**config.mk**
```make
export PLATFORM = sky130hd
export DESIGN_NAME = sgps_supervisor
export DESIGN_NICKNAME = d
export VERILOG_FILES = /design/src/rtl/sgps_pkg.sv /design/src/rtl/sgps_supervisor.sv /design/src/rtl/sgps_sync3.sv
export SDC_FILE = /design/constraint.sdc
export NUM_CORES = 1
export LEC_CHECK = 0
export BUFFER_PORTS_ARGS = -buffer_cell sky130_fd_sc_hd__buf_2
export CORE_MARGIN = 2
export CORE_UTILIZATION = 40
export DETAILED_ROUTE_END_ITERATION = 12
export HOLD_SLACK_MARGIN = 0.03
export PLACE_DENSITY_LB_ADDON = 0.05
export SLEW_MARGIN = 10
export SYNTH_ARGS = -nofsm -noshare
export SYNTH_HDL_FRONTEND = slang
export SYNTH_SLANG_ARGS = --single-unit
export TNS_END_PERCENT = 100
```
**constraint.sdc**
```tcl
create_clock -name I_CLK -period 3.85 [get_ports I_CLK]
set_clock_uncertainty 0.1 [all_clocks]
set_input_delay 0.1925 -clock I_CLK [delete_from_list [all_inputs] [get_ports I_CLK]]
set_output_delay 0.1925 -clock I_CLK [all_outputs]
set_load 0.005 [all_outputs]
```
**src/rtl/sgps_pkg.sv**
```systemverilog
package sgps_pkg;

   // ****************************************************************
   // Clock and travel tick
   // ****************************************************************
   localparam int CLK_PERIOD_NS  = 8;
   localparam int TICK_PERIOD_US = 1000;
   localparam int TICK_CYC       = (TICK_PERIOD_US * 1000) / CLK_PERIOD_NS;
   localparam int TICK_W         = 20;
   localparam int TIME_W         = 16;

   // ****************************************************************
   // Register map (byte addresses)
   // ****************************************************************
   localparam logic [7:0] ADR_CTRL   = 8'h00;
   localparam logic [7:0] ADR_TCLOSE = 8'h04;
   localparam logic [7:0] ADR_TOPEN  = 8'h08;
   localparam logic [7:0] ADR_STATUS = 8'h0c;
   localparam logic [7:0] ADR_CMD    = 8'h10;

   // Control field positions
   localparam int CTRL_ROUTE = 0;
   localparam int CTRL_WC    = 1;
   localparam int CTRL_WO    = 2;
   localparam int CTRL_OVEN  = 3;
   localparam int CTRL_OVC   = 4;
   localparam int CTRL_OVO   = 5;
   localparam int CTRL_W     = 6;

   // Command field positions
   localparam int CMD_CLOSE = 0;
   localparam int CMD_OPEN  = 1;

   // ****************************************************************
   // Reset values
   // ****************************************************************
   localparam logic [CTRL_W-1:0] CTRL_RST   = 6'h06;
   localparam logic [TIME_W-1:0] TCLOSE_RST = 16'h00c8;
   localparam logic [TIME_W-1:0] TOPEN_RST  = 16'h00c8;

   // ****************************************************************
   // Position codes
   // ****************************************************************
   localparam logic [1:0] POS_INTERM = 2'h0;
   localparam logic [1:0] POS_OPEN   = 2'h1;
   localparam logic [1:0] POS_CLOSED = 2'h2;
   localparam logic [1:0] POS_FAULT  = 2'h3;

   typedef enum logic [1:0] {
      MV_IDLE,
      MV_CLOSE,
      MV_OPEN
   } sgps_move_t;

endpackage

```
**src/rtl/sgps_supervisor.sv**
```systemverilog
// Function
// RQ1: Sample both contacts continuously, derive position
// RQ2: Report code 0..3 plus four flags
// RQ3: Close command starts close timer, intermediate
// RQ4: Confirmed in time: set flag, drop intermediate
// RQ5: Timer expiry unconfirmed: faulted, code 3
// RQ6: Open command supervised same with open timer
// RQ7: Both equal while timing: intermediate, code 0
// RQ8: Both equal while idle: faulted, code 3
// RQ9: Contacts 01 open code 1, 10 closed 2
// RQ10: Close output lasts at most close time
// RQ11: Open output lasts at most open time
// RQ12: Close and open times set independently
// RQ13: Plug pulled reports withdrawn state
// RQ14: Withdrawn forces validated position to open
// RQ15: Withdrawn breaker rejects position override
// RQ16: User interlock blocks withdrawing closed breaker (not implemented: no interlock signal exists, withdrawal is only reported)
// RQ17: At least one auxiliary contact wired
// RQ18: Single contact: reduced supervision, no faults
// RQ19: Optionally route protection commands to relays
// RQ20: Fixed tick timers, restart on command
`timescale 1ns/1ps
module sgps_supervisor
   import sgps_pkg::*;
#(
   parameter int P_TICK_CYC = TICK_CYC
) (
   // Clock and reset
   input  wire logic        I_CLK,
   input  wire logic        I_RST_N,
   // Wishbone slave
   input  wire logic        I_WB_CYC,
   input  wire logic        I_WB_STB,
   input  wire logic        I_WB_WE,
   input  wire logic [7:0]  I_WB_ADR,
   input  wire logic [3:0]  I_WB_SEL,
   input  wire logic [31:0] I_WB_DAT,
   output logic      [31:0] O_WB_DAT,
   output logic             O_WB_ACK,
   // Switchgear contacts and plug
   input  wire logic        I_AUX_CLOSED,
   input  wire logic        I_AUX_OPEN,
   input  wire logic        I_PLUG_REMOVED,
   // Protection commands
   input  wire logic        I_PROT_CLOSE,
   input  wire logic        I_PROT_OPEN,
   // Command relays
   output logic             O_CMD_CLOSE,
   output logic             O_CMD_OPEN,
   // Validated position
   output logic      [1:0]  O_POS_CODE,
   output logic             O_POS_CLOSED,
   output logic             O_POS_OPEN,
   output logic             O_POS_INTERM,
   output logic             O_POS_FAULT,
   output logic             O_WITHDRAWN
);

   localparam logic [TICK_W-1:0] TICK_LAST = TICK_W'(P_TICK_CYC - 1);

   typedef struct packed {
      sgps_move_t        mv;
      logic [TICK_W-1:0] tick;
      logic [TIME_W-1:0] elapsed;
      logic              cmd_close;
      logic              cmd_open;
      logic              fault;
      logic [CTRL_W-1:0] ctrl;
      logic [TIME_W-1:0] t_close;
      logic [TIME_W-1:0] t_open;
      logic              prot_close_prev;
      logic              prot_open_prev;
      logic              ack;
      logic [31:0]       rdat;
      logic [1:0]        code;
      logic              withdrawn;
   } sgps_state_t;

   sgps_state_t st_q;
   sgps_state_t st_d;

   // ****************************************************************
   // Pin synchronisers
   // ****************************************************************
   logic [2:0] pin_lvl;

   // Plug resets to inserted; contacts to both low
   sgps_sync3 #(
      .W       (3),
      .RST_VAL (3'h0)
   ) u_sync (
      .i_clk   (I_CLK),
      .i_rst_n (I_RST_N),
      .i_pin   ({I_PLUG_REMOVED, I_AUX_OPEN, I_AUX_CLOSED}),
      .o_lvl   (pin_lvl)
   );

   logic aux_c;
   logic aux_o;
   logic plug_out;

   assign aux_c    = pin_lvl[0];
   assign aux_o    = pin_lvl[1];
   assign plug_out = pin_lvl[2];

   // ****************************************************************
   // Effective contacts and raw position
   // ****************************************************************
   logic       eff_c;
   logic       eff_o;
   logic       wired_c;
   logic       wired_o;
   logic [1:0] pos_raw;
   logic       running;

   always_comb begin
      running = (st_q.mv != MV_IDLE);
      wired_c = st_q.ctrl[CTRL_WC];
      wired_o = st_q.ctrl[CTRL_WO];
      if (plug_out) begin
         // Override bits are ignored while the plug is out
         eff_c   = 1'b0; // RQ14 RQ15
         eff_o   = 1'b1; // RQ14
         wired_c = 1'b1;
         wired_o = 1'b1;
      end else if (st_q.ctrl[CTRL_OVEN]) begin
         eff_c = st_q.ctrl[CTRL_OVC];
         eff_o = st_q.ctrl[CTRL_OVO];
      end else begin
         eff_c = aux_c; // RQ1
         eff_o = aux_o; // RQ1
      end

      if (wired_c && wired_o) begin
         if (eff_c != eff_o) begin
            pos_raw = eff_c ? POS_CLOSED : POS_OPEN; // RQ9
         end else begin
            pos_raw = running ? POS_INTERM : POS_FAULT; // RQ7 RQ8
         end
      end else if (wired_c) begin
         // Missing contact taken as the complement
         pos_raw = eff_c ? POS_CLOSED : POS_OPEN; // RQ18
      end else if (wired_o) begin
         pos_raw = eff_o ? POS_OPEN : POS_CLOSED; // RQ18
      end else begin
         // No contact wired: nothing can be validated
         pos_raw = POS_FAULT; // RQ17
      end
   end

   // ****************************************************************
   // Command sources
   // ****************************************************************
   logic req;
   logic wr;
   logic sw_close;
   logic sw_open;
   logic pr_close;
   logic pr_open;
   logic start_close;
   logic start_open;

   always_comb begin
      req      = I_WB_CYC && I_WB_STB && !st_q.ack;
      wr       = req && I_WB_WE;
      sw_close = wr && (I_WB_ADR == ADR_CMD) && I_WB_SEL[0] && I_WB_DAT[CMD_CLOSE];
      sw_open  = wr && (I_WB_ADR == ADR_CMD) && I_WB_SEL[0] && I_WB_DAT[CMD_OPEN];
      // Protection only drives the relays when routing is enabled
      pr_close = st_q.ctrl[CTRL_ROUTE] && I_PROT_CLOSE && !st_q.prot_close_prev; // RQ19
      pr_open  = st_q.ctrl[CTRL_ROUTE] && I_PROT_OPEN && !st_q.prot_open_prev;   // RQ19
      // Open wins when both arrive together: tripping is the safe side
      start_open  = sw_open || pr_open;
      start_close = (sw_close || pr_close) && !start_open;
   end

   // ****************************************************************
   // Travel supervision
   // ****************************************************************
   logic              confirm;
   logic              expired;
   logic [TIME_W-1:0] limit;

   always_comb begin
      limit   = (st_q.mv == MV_CLOSE) ? st_q.t_close : st_q.t_open; // RQ12
      confirm = ((st_q.mv == MV_CLOSE) && (pos_raw == POS_CLOSED)) ||
                ((st_q.mv == MV_OPEN) && (pos_raw == POS_OPEN));
      expired = running && (st_q.elapsed >= limit);
   end

   // ****************************************************************
   // Next state
   // ****************************************************************
   always_comb begin
      st_d                 = st_q;
      st_d.prot_close_prev = I_PROT_CLOSE;
      st_d.prot_open_prev  = I_PROT_OPEN;
      st_d.withdrawn       = plug_out; // RQ13

      // Fixed tick drives the travel count
      if (running) begin
         if (st_q.tick == TICK_LAST) begin
            st_d.tick    = '0;
            st_d.elapsed = st_q.elapsed + TIME_W'(1); // RQ20
         end else begin
            st_d.tick = st_q.tick + TICK_W'(1);
         end
      end

      case (st_q.mv)
         MV_IDLE: begin
         end
         MV_CLOSE,
         MV_OPEN: begin
            if (confirm) begin
               // Relay drops as soon as the new position shows
               st_d.mv        = MV_IDLE; // RQ4
               st_d.cmd_close = 1'b0;    // RQ10
               st_d.cmd_open  = 1'b0;    // RQ11
               st_d.fault     = 1'b0;
            end else if (expired) begin
               st_d.mv        = MV_IDLE;
               st_d.cmd_close = 1'b0;                      // RQ10
               st_d.cmd_open  = 1'b0;                      // RQ11
               st_d.fault     = wired_c && wired_o;        // RQ5 RQ6 RQ18
            end
         end
         default: begin
            st_d.mv        = MV_IDLE;
            st_d.cmd_close = 1'b0;
            st_d.cmd_open  = 1'b0;
         end
      endcase

      // A new command restarts the timer from zero
      if (start_close) begin
         st_d.mv        = MV_CLOSE; // RQ3
         st_d.tick      = '0;       // RQ20
         st_d.elapsed   = '0;       // RQ20
         st_d.cmd_close = 1'b1;     // RQ10
         st_d.cmd_open  = 1'b0;
         st_d.fault     = 1'b0;
      end else if (start_open) begin
         st_d.mv        = MV_OPEN;  // RQ6
         st_d.tick      = '0;       // RQ20
         st_d.elapsed   = '0;       // RQ20
         st_d.cmd_open  = 1'b1;     // RQ11
         st_d.cmd_close = 1'b0;
         st_d.fault     = 1'b0;
      end

      // Validated position code, taken from the next move state so the
      // intermediate code rises with the relay and the fault with expiry
      if (plug_out) begin
         st_d.code = POS_OPEN; // RQ14
      end else if (st_d.mv != MV_IDLE) begin
         st_d.code = POS_INTERM; // RQ3 RQ6 RQ7
      end else if (st_d.fault) begin
         st_d.code = POS_FAULT; // RQ5
      end else begin
         st_d.code = pos_raw; // RQ2 RQ4 RQ8 RQ9
      end

      // ************************************************************
      // Register access
      // ************************************************************
      st_d.ack = req;
      if (wr) begin
         case (I_WB_ADR)
            ADR_CTRL: begin
               if (I_WB_SEL[0]) begin
                  st_d.ctrl = I_WB_DAT[CTRL_W-1:0];
               end
            end
            ADR_TCLOSE: begin
               if (I_WB_SEL[0]) begin
                  st_d.t_close[7:0] = I_WB_DAT[7:0]; // RQ12
               end
               if (I_WB_SEL[1]) begin
                  st_d.t_close[15:8] = I_WB_DAT[15:8]; // RQ12
               end
            end
            ADR_TOPEN: begin
               if (I_WB_SEL[0]) begin
                  st_d.t_open[7:0] = I_WB_DAT[7:0]; // RQ12
               end
               if (I_WB_SEL[1]) begin
                  st_d.t_open[15:8] = I_WB_DAT[15:8]; // RQ12
               end
            end
            default: begin
            end
         endcase
      end

      if (req) begin
         case (I_WB_ADR)
            ADR_CTRL:   st_d.rdat = {26'h0, st_q.ctrl};
            ADR_TCLOSE: st_d.rdat = {16'h0, st_q.t_close};
            ADR_TOPEN:  st_d.rdat = {16'h0, st_q.t_open};
            ADR_STATUS: st_d.rdat = {21'h0, st_q.mv == MV_OPEN, st_q.mv == MV_CLOSE,
                                     st_q.cmd_open, st_q.cmd_close, st_q.withdrawn,
                                     st_q.code == POS_FAULT, st_q.code == POS_INTERM,
                                     st_q.code == POS_OPEN, st_q.code == POS_CLOSED,
                                     st_q.code};
            default:    st_d.rdat = 32'h0;
         endcase
      end
   end

   // ****************************************************************
   // State register
   // ****************************************************************
   always_ff @(posedge I_CLK or negedge I_RST_N) begin
      if (!I_RST_N) begin
         st_q.mv              <= MV_IDLE;
         st_q.tick            <= '0;
         st_q.elapsed         <= '0;
         st_q.cmd_close       <= 1'b0;
         st_q.cmd_open        <= 1'b0;
         st_q.fault           <= 1'b0;
         st_q.ctrl            <= CTRL_RST;
         st_q.t_close         <= TCLOSE_RST;
         st_q.t_open          <= TOPEN_RST;
         st_q.prot_close_prev <= 1'b0;
         st_q.prot_open_prev  <= 1'b0;
         st_q.ack             <= 1'b0;
         st_q.rdat            <= 32'h0;
         st_q.code            <= POS_FAULT;
         st_q.withdrawn       <= 1'b0;
      end else begin
         st_q <= st_d;
      end
   end

   // ****************************************************************
   // Outputs
   // ****************************************************************
   assign O_WB_DAT     = st_q.rdat;
   assign O_WB_ACK     = st_q.ack;
   assign O_CMD_CLOSE  = st_q.cmd_close;
   assign O_CMD_OPEN   = st_q.cmd_open;
   assign O_POS_CODE   = st_q.code;
   assign O_POS_CLOSED = (st_q.code == POS_CLOSED);
   assign O_POS_OPEN   = (st_q.code == POS_OPEN);
   assign O_POS_INTERM = (st_q.code == POS_INTERM);
   assign O_POS_FAULT  = (st_q.code == POS_FAULT);
   assign O_WITHDRAWN  = st_q.withdrawn;

endmodule

```
**src/rtl/sgps_sync3.sv**
```systemverilog
`timescale 1ns/1ps
module sgps_sync3
   import sgps_pkg::*;
#(
   parameter int           W       = 1,
   parameter logic [W-1:0] RST_VAL = '0
) (
   // Clock and reset
   input  wire logic         i_clk,
   input  wire logic         i_rst_n,
   // Pins and filtered levels
   input  wire logic [W-1:0] i_pin,
   output logic      [W-1:0] o_lvl
);

   typedef struct packed {
      logic s1;
      logic s2;
      logic s3;
      logic lvl;
   } sgps_sync_t;

   // ****************************************************************
   // One synchroniser per pin
   // ****************************************************************
   for (genvar b = 0; b < W; b++) begin : g_bit
      sgps_sync_t st_q;
      sgps_sync_t st_d;

      always_comb begin
         st_d    = st_q;
         st_d.s1 = i_pin[b];
         st_d.s2 = st_q.s1;
         st_d.s3 = st_q.s2;
         // Only a level seen on two later stages is taken
         if (st_q.s2 == st_q.s3) begin
            st_d.lvl = st_q.s3;
         end
      end

      always_ff @(posedge i_clk or negedge i_rst_n) begin
         if (!i_rst_n) begin
            st_q <= {RST_VAL[b], RST_VAL[b], RST_VAL[b], RST_VAL[b]};
         end else begin
            st_q <= st_d;
         end
      end

      assign o_lvl[b] = st_q.lvl;
   end

endmodule

```
==> impl_metrics.yaml, run 1 <==
die:
  core_sq_mm: 0.0146
  die_w_microns: 127
  io-pin-count: 96
  floorplan.initialDensity_pct: 41.2
  rows: 44
  design.die.area_sq_mm: 0.0161
  die_height_microns: 127
timing:
  unrepaired_setup_endpoints_after_global_routing: "false"
  report.final.slew_viol_count: 0
  setup-tns-final_ns: 0
  final_period_minus_worst_setup_slack_ns: 3.34
  hold_viol: 0
  clock.fmax_mhz: 300
  finalCritPeriodShare_pct: 86.7
  holdWs_ns: 0.204
  worst-slew-pin-transition_ns: 0.986
  tightest_slew_margin_relative_to_the_limit_pct: 34.2
  finalSetupViolCount: 0
route:
  route.layer.met1.wl_microns: 6880
  drc: 0
  detail_route.iter0.violations: 144
  first_pass_iters: 5
  vias: 4323
  highest-signal-layer: "met4"
  wl_per_cell_microns: 17.1
  vias_per_cell: 5.22
  met2_length_microns: 6670
  postRouteWirelength_microns: 14200
  wl_met3_microns: 475
  antenna_left: 0
logic_synthesis:
  most_used_standard_cell_by_instance_count_after_synthesis: "sky130_fd_sc_hd__dfrtp_1"
  synth_top_cells_by_count: "sky130_fd_sc_hd__dfrtp_1 (103), sky130_fd_sc_hd__nand2_1 (54), sky130_fd_sc_hd__mux2_2 (45)"
  yosysSeqAreaShare_pct: 47.1
  synthFlopType: "sky130_fd_sc_hd__dfrtp_1"
  yosys.area.top_type_share_pct: 42.8
  synth.lib_cells_used.distinct: 57
  yosys.area.top_type: "sky130_fd_sc_hd__dfrtp_1"
  synth_cells: 558
  post_synth_main_area_contributors: "sky130_fd_sc_hd__dfrtp_1 (43%), sky130_fd_sc_hd__mux2_2 (8.4%), sky130_fd_sc_hd__ha_1 (4.8%), sky130_fd_sc_hd__dfstp_2 (4.4%), sky130_fd_sc_hd__buf_4 (4.2%)"
  synthesis.yosys.warnings: 0
  postSynth.asyncResetShare_pct: 100
  ys_ff_latch: 113
  synth.avg_cell_area_sq_um: 10.8
  synth_area_sq_mm: 0.00603
  synth_enable_flop_cells: 0
setup_path:
  critical_path_peak_fanout: 5
  cp_data_required_time_ns: 4.09
  max_stage_delay_ns: 0.41
  worst_setup_path_start_kind: "flip-flop"
  cell_count_along_the_critical_path: 12
  critical_path_class: "reg -> reg"
  regToRegSetupSlack_ns: 0.51
  cp_top_family: "compound AO/OA/AOI/OAI gates"
  critical_path_arrival_ns: 3.58
  worst_path_max_delay_cell: "sky130_fd_sc_hd__dfrtp_1"
  timing.critical_path.to_type: "flip-flop"
  cp_num_buf_inv: 2
  timing.reg2reg.worst_path_depth: 12
  path_cells: "inv_1 -> ha_1 -> mux2i_1 -> ha_1 -> a211oi_1 -> nor2_1 -> or3_1 -> a211oi_1 -> buf_4 -> o21ai_0 -> a21bo_2 -> a32oi_1"
clock_network:
  clock_sinks: 113
  cts_tree: "done"
  clock_pin_transition_on_the_worst_setup_and_hold_timing_paths_ns: 0.05
  cts.htree.levels: 4
  ctsResizeCount: 0
  cts_max_path_buffers: 2
  clock_latency_ns: 0.42
  cts.root.buffer_cell: "sky130_fd_sc_hd__clkbuf_16"
  cts-buffers-inserted: 17
hold_path:
  worst_hold_path_type: "in -> reg"
  hold-path-cell-count: 3
power_and_ir_drop:
  total_power_consumption_of_the_routed_design_uw: 3340
  leakage_uw: 0.00334
  vdd_ir_drop_max_mv: 0.293
  power_per_cell_area_mw_per_mm2: 462
grt:
  antenna_found_initial: 0
  grt_remaining_overflow: 0
  gr-usage-all-layers_pct: 18.7
  grt_start_max_net_pins: 114
  first_global_vias: 4264
  global_route_wire_length_before_repair_microns: 23000
layout:
  drive_gt1_share_pct: 25.8
  n_fill_cell: 1353
  final_core_utilization_pct: 49.4
  area_delta_synth_final_pct: 20.0
  design.final.nets: 708
  num_antenna_cells: 0
outcome:
  status: "completed"
place:
  gp_congestion: 0.767
  port_buffer_cells: 61
  hpwlAfterDp_microns: 9980
flow_run:
  cap_violations: 0
==> where the power goes <==
group	switching, uW	total, uW	internal [uW]
Combinational	178	301	122
Sequential	53.0	1290	1240
Clock	591	1750	1160
==> worst min-delay path, cell delays in order <==
cell,delay [ns]
sky130_fd_sc_hd__buf_2,0.16
sky130_fd_sc_hd__a41oi_4,0.25
sky130_fd_sc_hd__nand2_1,0.07
==> state kept, by name, summed over array words and instances, names as in the netlist <==
name               flops
st_q                  79
u_sync.g_bit.st_d      6
O_WITHDRAWN            1
O_CMD_OPEN             1
u_sync.g_bit.st_q      3
O_POS_CODE             2
u_sync.o_lvl           3
O_CMD_CLOSE            1
O_WB_DAT              16
O_WB_ACK               1
==> per-stage QoR <==
stage	instances	worst slack, ns	cell area, sq um
2_1_floorplan	573	0.692	6080
6_report	828	0.514	7240
3_5_place_dp	774	0.510	6360
4_1_cts	828	0.471	7240
3_3_place_gp	774	0.537	6360
5_1_grt	828	0.285	7240
==> worst paths after layout <==
path,from,endpoint
setup reg to reg,st_q[116],O_POS_CODE[0]
hold / removal,I_WB_ADR[4],st_q[116]
min in group asynchronous,I_RST_N,st_q[91]
max in group asynchronous,I_RST_N,O_WITHDRAWN
setup / recovery,st_q[116],O_POS_CODE[0]
hold reg to reg,u_sync.g_bit[0].st_d[2],u_sync.g_bit[0].st_d[1]
==> repair_timing <==
action	in CTS	in global routing
endpoints found under the setup margin	0	0
endpoints found under the hold margin	146	0
hold buffers	22	0
buffers inserted	0	0
==> cell usage in the layout, fill, tap and decap left out, drive strengths merged, types with 3 or more instances in the layout <==
cell / instances
dlygate4sd3: 22
nor3: 7
a22oi: 10
bufinv: 5
conb: 16
o21ai: 22
clkinvlp: 3
nand3: 21
clkbuf: 17
a21oi: 15
and3: 9
clkinv: 4
and4: 5
dfstp: 10
o31ai: 11
dfrtp: 103
mux2i: 23
maj3: 3
nor2: 44
nand2: 54
mux2: 45
or3: 6
a221oi: 4
buf: 66
nor2b: 3
and2: 4
xor2: 17
ha: 23
a31oi: 5
inv: 17
nand4: 7
xnor2: 9
a21boi: 3
==> cell type report <==
cell class | count | area [sq um] | share of cell area (%)
Multi-Input combinational cell | 397 | 2880 | 39.8
Sequential cell | 113 | 2840 | 39.3
Timing Repair Buffer | 88 | 578 | 7.99
Clock buffer | 17 | 425 | 5.88
Clock inverter | 15 | 233 | 3.22
Tap cell | 184 | 230 | 3.18
Inverter | 14 | 52.6 | 0.726
==> cell families after synthesis <==
| group | after synthesis | synth area share, % |
|---|---|---|
| buffers and inverters | 63 | 6.10 |
| other | 1 | 0.0622 |
| multiplexers | 68 | 12.2 |
| adder cells (fa/ha/maj) | 26 | 5.27 |
| AND/OR/NAND/NOR | 173 | 14.9 |
| AO/OA/AOI/OAI | 88 | 10.6 |
| XOR/XNOR | 26 | 3.78 |
| flip-flops | 113 | 47.1 |
==> per-layer routing <==
layer | global-route usage, % | up-vias
li1 | - | 2093
met1 | 26.1 | 2138
met2 | 28.9 | 84
met3 | 4.60 | 8
met4 | 5.43 | 0
met5 | 0 | -
(Power assumes the default switching activity.)
==> inputs of run 2 (changes only) <==
--- a/config.mk
+++ b/config.mk
@@ -10,9 +10,10 @@
 export CORE_UTILIZATION = 40
 export DETAILED_ROUTE_END_ITERATION = 12
 export HOLD_SLACK_MARGIN = 0.03
+export MAX_ROUTING_LAYER = met4
 export PLACE_DENSITY_LB_ADDON = 0.05
 export SLEW_MARGIN = 10
 export SYNTH_ARGS = -nofsm -noshare
 export SYNTH_HDL_FRONTEND = slang
 export SYNTH_SLANG_ARGS = --single-unit
-export TNS_END_PERCENT = 100
+export TNS_END_PERCENT = 1
==> impl_metrics.yaml, run 2 (synthesis gave the netlist of run 1 again) <==
setup_path:
  regToRegSetupSlack_ns: 0.51
  timing.rr.end: "O_POS_CODE[0]"
  critical_path_arrival_ns: 3.58
  critical_path_class: "reg -> reg"
  critical_path_peak_fanout: 5
  worst_setup_path_start_kind: "flip-flop"
  timing.critical_path.to_type: "flip-flop"
  cp_data_required_time_ns: 4.09
  timing.reg2reg.worst_path_depth: 12
  crit-reg2reg-launch: "st_q[116]"
place:
  gp_congestion: 0.777
  dpl_cell_area_sq_mm: 0.00636
  port_buffer_cells: 61
  dp.cells: 774
  hpwlAfterDp_microns: 9980
route:
  detail_route.iter0.violations: 141
  vias: 4341
  wl_per_cell_microns: 17.1
  vias_per_cell: 5.24
  first_pass_iters: 5
  drc: 0
  postRouteWirelength_microns: 14100
  antenna_left: 0
grt:
  global_route.usage.met2_pct: 29.0
  antenna_found_initial: 0
  grt_busiest_layer: "met2"
  global_route_wire_length_before_repair_microns: 23000
  groute.layer.met1.usage_pct: 26.1
  grt.met3_usage_pct: 4.56
  grt_remaining_overflow: 0
  first_global_vias: 4270
  grt_start_max_net_pins: 114
  gr-usage-all-layers_pct: 19.2
layout:
  area_delta_synth_final_pct: 20.0
  area_of_combinational_cells_with_multiple_inputs_sq_mm: 0.00288
  final_core_utilization_pct: 49.4
  drive_gt1_share_pct: 25.8
  largest_reg_flops: 79
  n_fill_cell: 1353
  num_antenna_cells: 0
  regMostFlops: "st_q"
  layout_commonest_cell: "sky130_fd_sc_hd__dfrtp_1"
  final_design_area_no_fill_sq_mm: 0.00724
  design.final.nets: 708
  most-common-layout-cells: "sky130_fd_sc_hd__dfrtp_1 (103), sky130_fd_sc_hd__buf_2 (60), sky130_fd_sc_hd__nand2_1 (54), sky130_fd_sc_hd__mux2_2 (45), sky130_fd_sc_hd__nor2_1 (42)"
  seq_area_sq_mm: 0.00284
  final-instance-count-excl-fill: 828
timing:
  clock.fmax_mhz: 299
  setup-tns-final_ns: 0
  final_period_minus_worst_setup_slack_ns: 3.34
  finalCritPeriodShare_pct: 86.7
  unrepaired_setup_endpoints_after_global_routing: "false"
  hold_viol: 0
  report.final.slew_viol_count: 0
  finalSetupViolCount: 0
  worst-slew-pin-transition_ns: 0.940
  tightest_slew_margin_relative_to_the_limit_pct: 37.2
clock_network:
  cts_max_path_buffers: 2
  clock_pin_transition_on_the_worst_setup_and_hold_timing_paths_ns: 0.05
  clock_latency_ns: 0.42
  post_cts_buffers: 0
  clock_sinks: 113
  cts_tree: "done"
  cts.htree.levels: 4
  cts-buffers-inserted: 17
  cts.root.buffer_cell: "sky130_fd_sc_hd__clkbuf_16"
power_and_ir_drop:
  total_power_consumption_of_the_routed_design_uw: 3340
  power_per_cell_area_mw_per_mm2: 462
  vdd_ir_drop_max_mv: 0.292
  leakage_uw: 0.00334
die:
  die_height_microns: 127
  die_w_microns: 127
  io-pin-count: 96
  rows: 44
  design.die.area_sq_mm: 0.0161
  floorplan.initialDensity_pct: 41.2
  core_sq_mm: 0.0146
hold_path:
  worst_hold_path_type: "in -> reg"
  hold_path.startpoint: "I_WB_ADR[4]"
  hold_end: "st_q[116]"
  hold-path-cell-count: 3
flow_run:
  cap_violations: 0
outcome:
  status: "completed"
run 2: cell counts in the layout (fill, tap and decap cells not counted):
Identical to the previous run, type by type.
run 2: worst max path at each step:
| stage | start | to | slack (ns) | cells past startpoint |
|---|---|---|---|---|
| 4_1_cts | st_q[116] | O_POS_CODE[0] | 0.47 | 12 |
| 2_1_floorplan | st_q[116] | O_POS_CODE[0] | 0.69 | 12 |
| 3_3_place_gp | st_q[116] | O_POS_CODE[0] | 0.54 | 12 |
| 3_5_place_dp | st_q[116] | O_POS_CODE[0] | 0.51 | 12 |
| 5_1_grt | st_q[116] | O_POS_CODE[0] | 0.28 | 12 |
| 6_report | st_q[116] | O_POS_CODE[0] | 0.51 | 12 |
run 2: area by class of cell:
type                       instances  share of cell area, %
sequential                       113                   39.3
tap                              184                   3.18
clock buffer                      17                   5.88
timing repair buffer              88                   7.99
clock inverter                    15                   3.22
multi-input combinational        397                   39.8
inverter                          14                  0.726
run 2: through the flow:
stage | setup slack [ns] | hold slack (ns)
after CTS | 0.471 | 0.194
after floorplan | 0.692 | -0.203
after detailed placement | 0.510 | 0.202
after global placement | 0.537 | 0.202
final | 0.510 | 0.199
after global routing | 0.285 | 0.220
run 2: critical path, stage by stage (launching register included):
cell and delay (ns):
sky130_fd_sc_hd__dfrtp_1 0.41, sky130_fd_sc_hd__inv_1 0.13, sky130_fd_sc_hd__ha_1 0.40, sky130_fd_sc_hd__mux2i_1 0.29
sky130_fd_sc_hd__ha_1 0.28, sky130_fd_sc_hd__a211oi_1 0.27, sky130_fd_sc_hd__nor2_1 0.07, sky130_fd_sc_hd__or3_1 0.36
sky130_fd_sc_hd__a211oi_1 0.24, sky130_fd_sc_hd__buf_4 0.17, sky130_fd_sc_hd__o21ai_0 0.08, sky130_fd_sc_hd__a21bo_2 0.25
sky130_fd_sc_hd__a32oi_1 0.20
run 2: layer usage:
metal | share of wire [%] | vias up
met1 | 49 | 2154
li1 | - | 2097
met4 | 0.94 | 0
met3 | 3.4 | 8
met5 | 0 | -
met2 | 47 | 82
run 2: what timing repair did:
action,in CTS,in global routing
hold buffers,22,0
setup endpoints to repair,0,0
resized for setup,0,0
hold endpoints to repair,146,0
run 2: power breakdown:
group	switching [uW]	internal (uW)	total (uW)
logic	178	122	300
registers	52.9	1240	1290
clock network	591	1160	1750
total	822	2520	3340
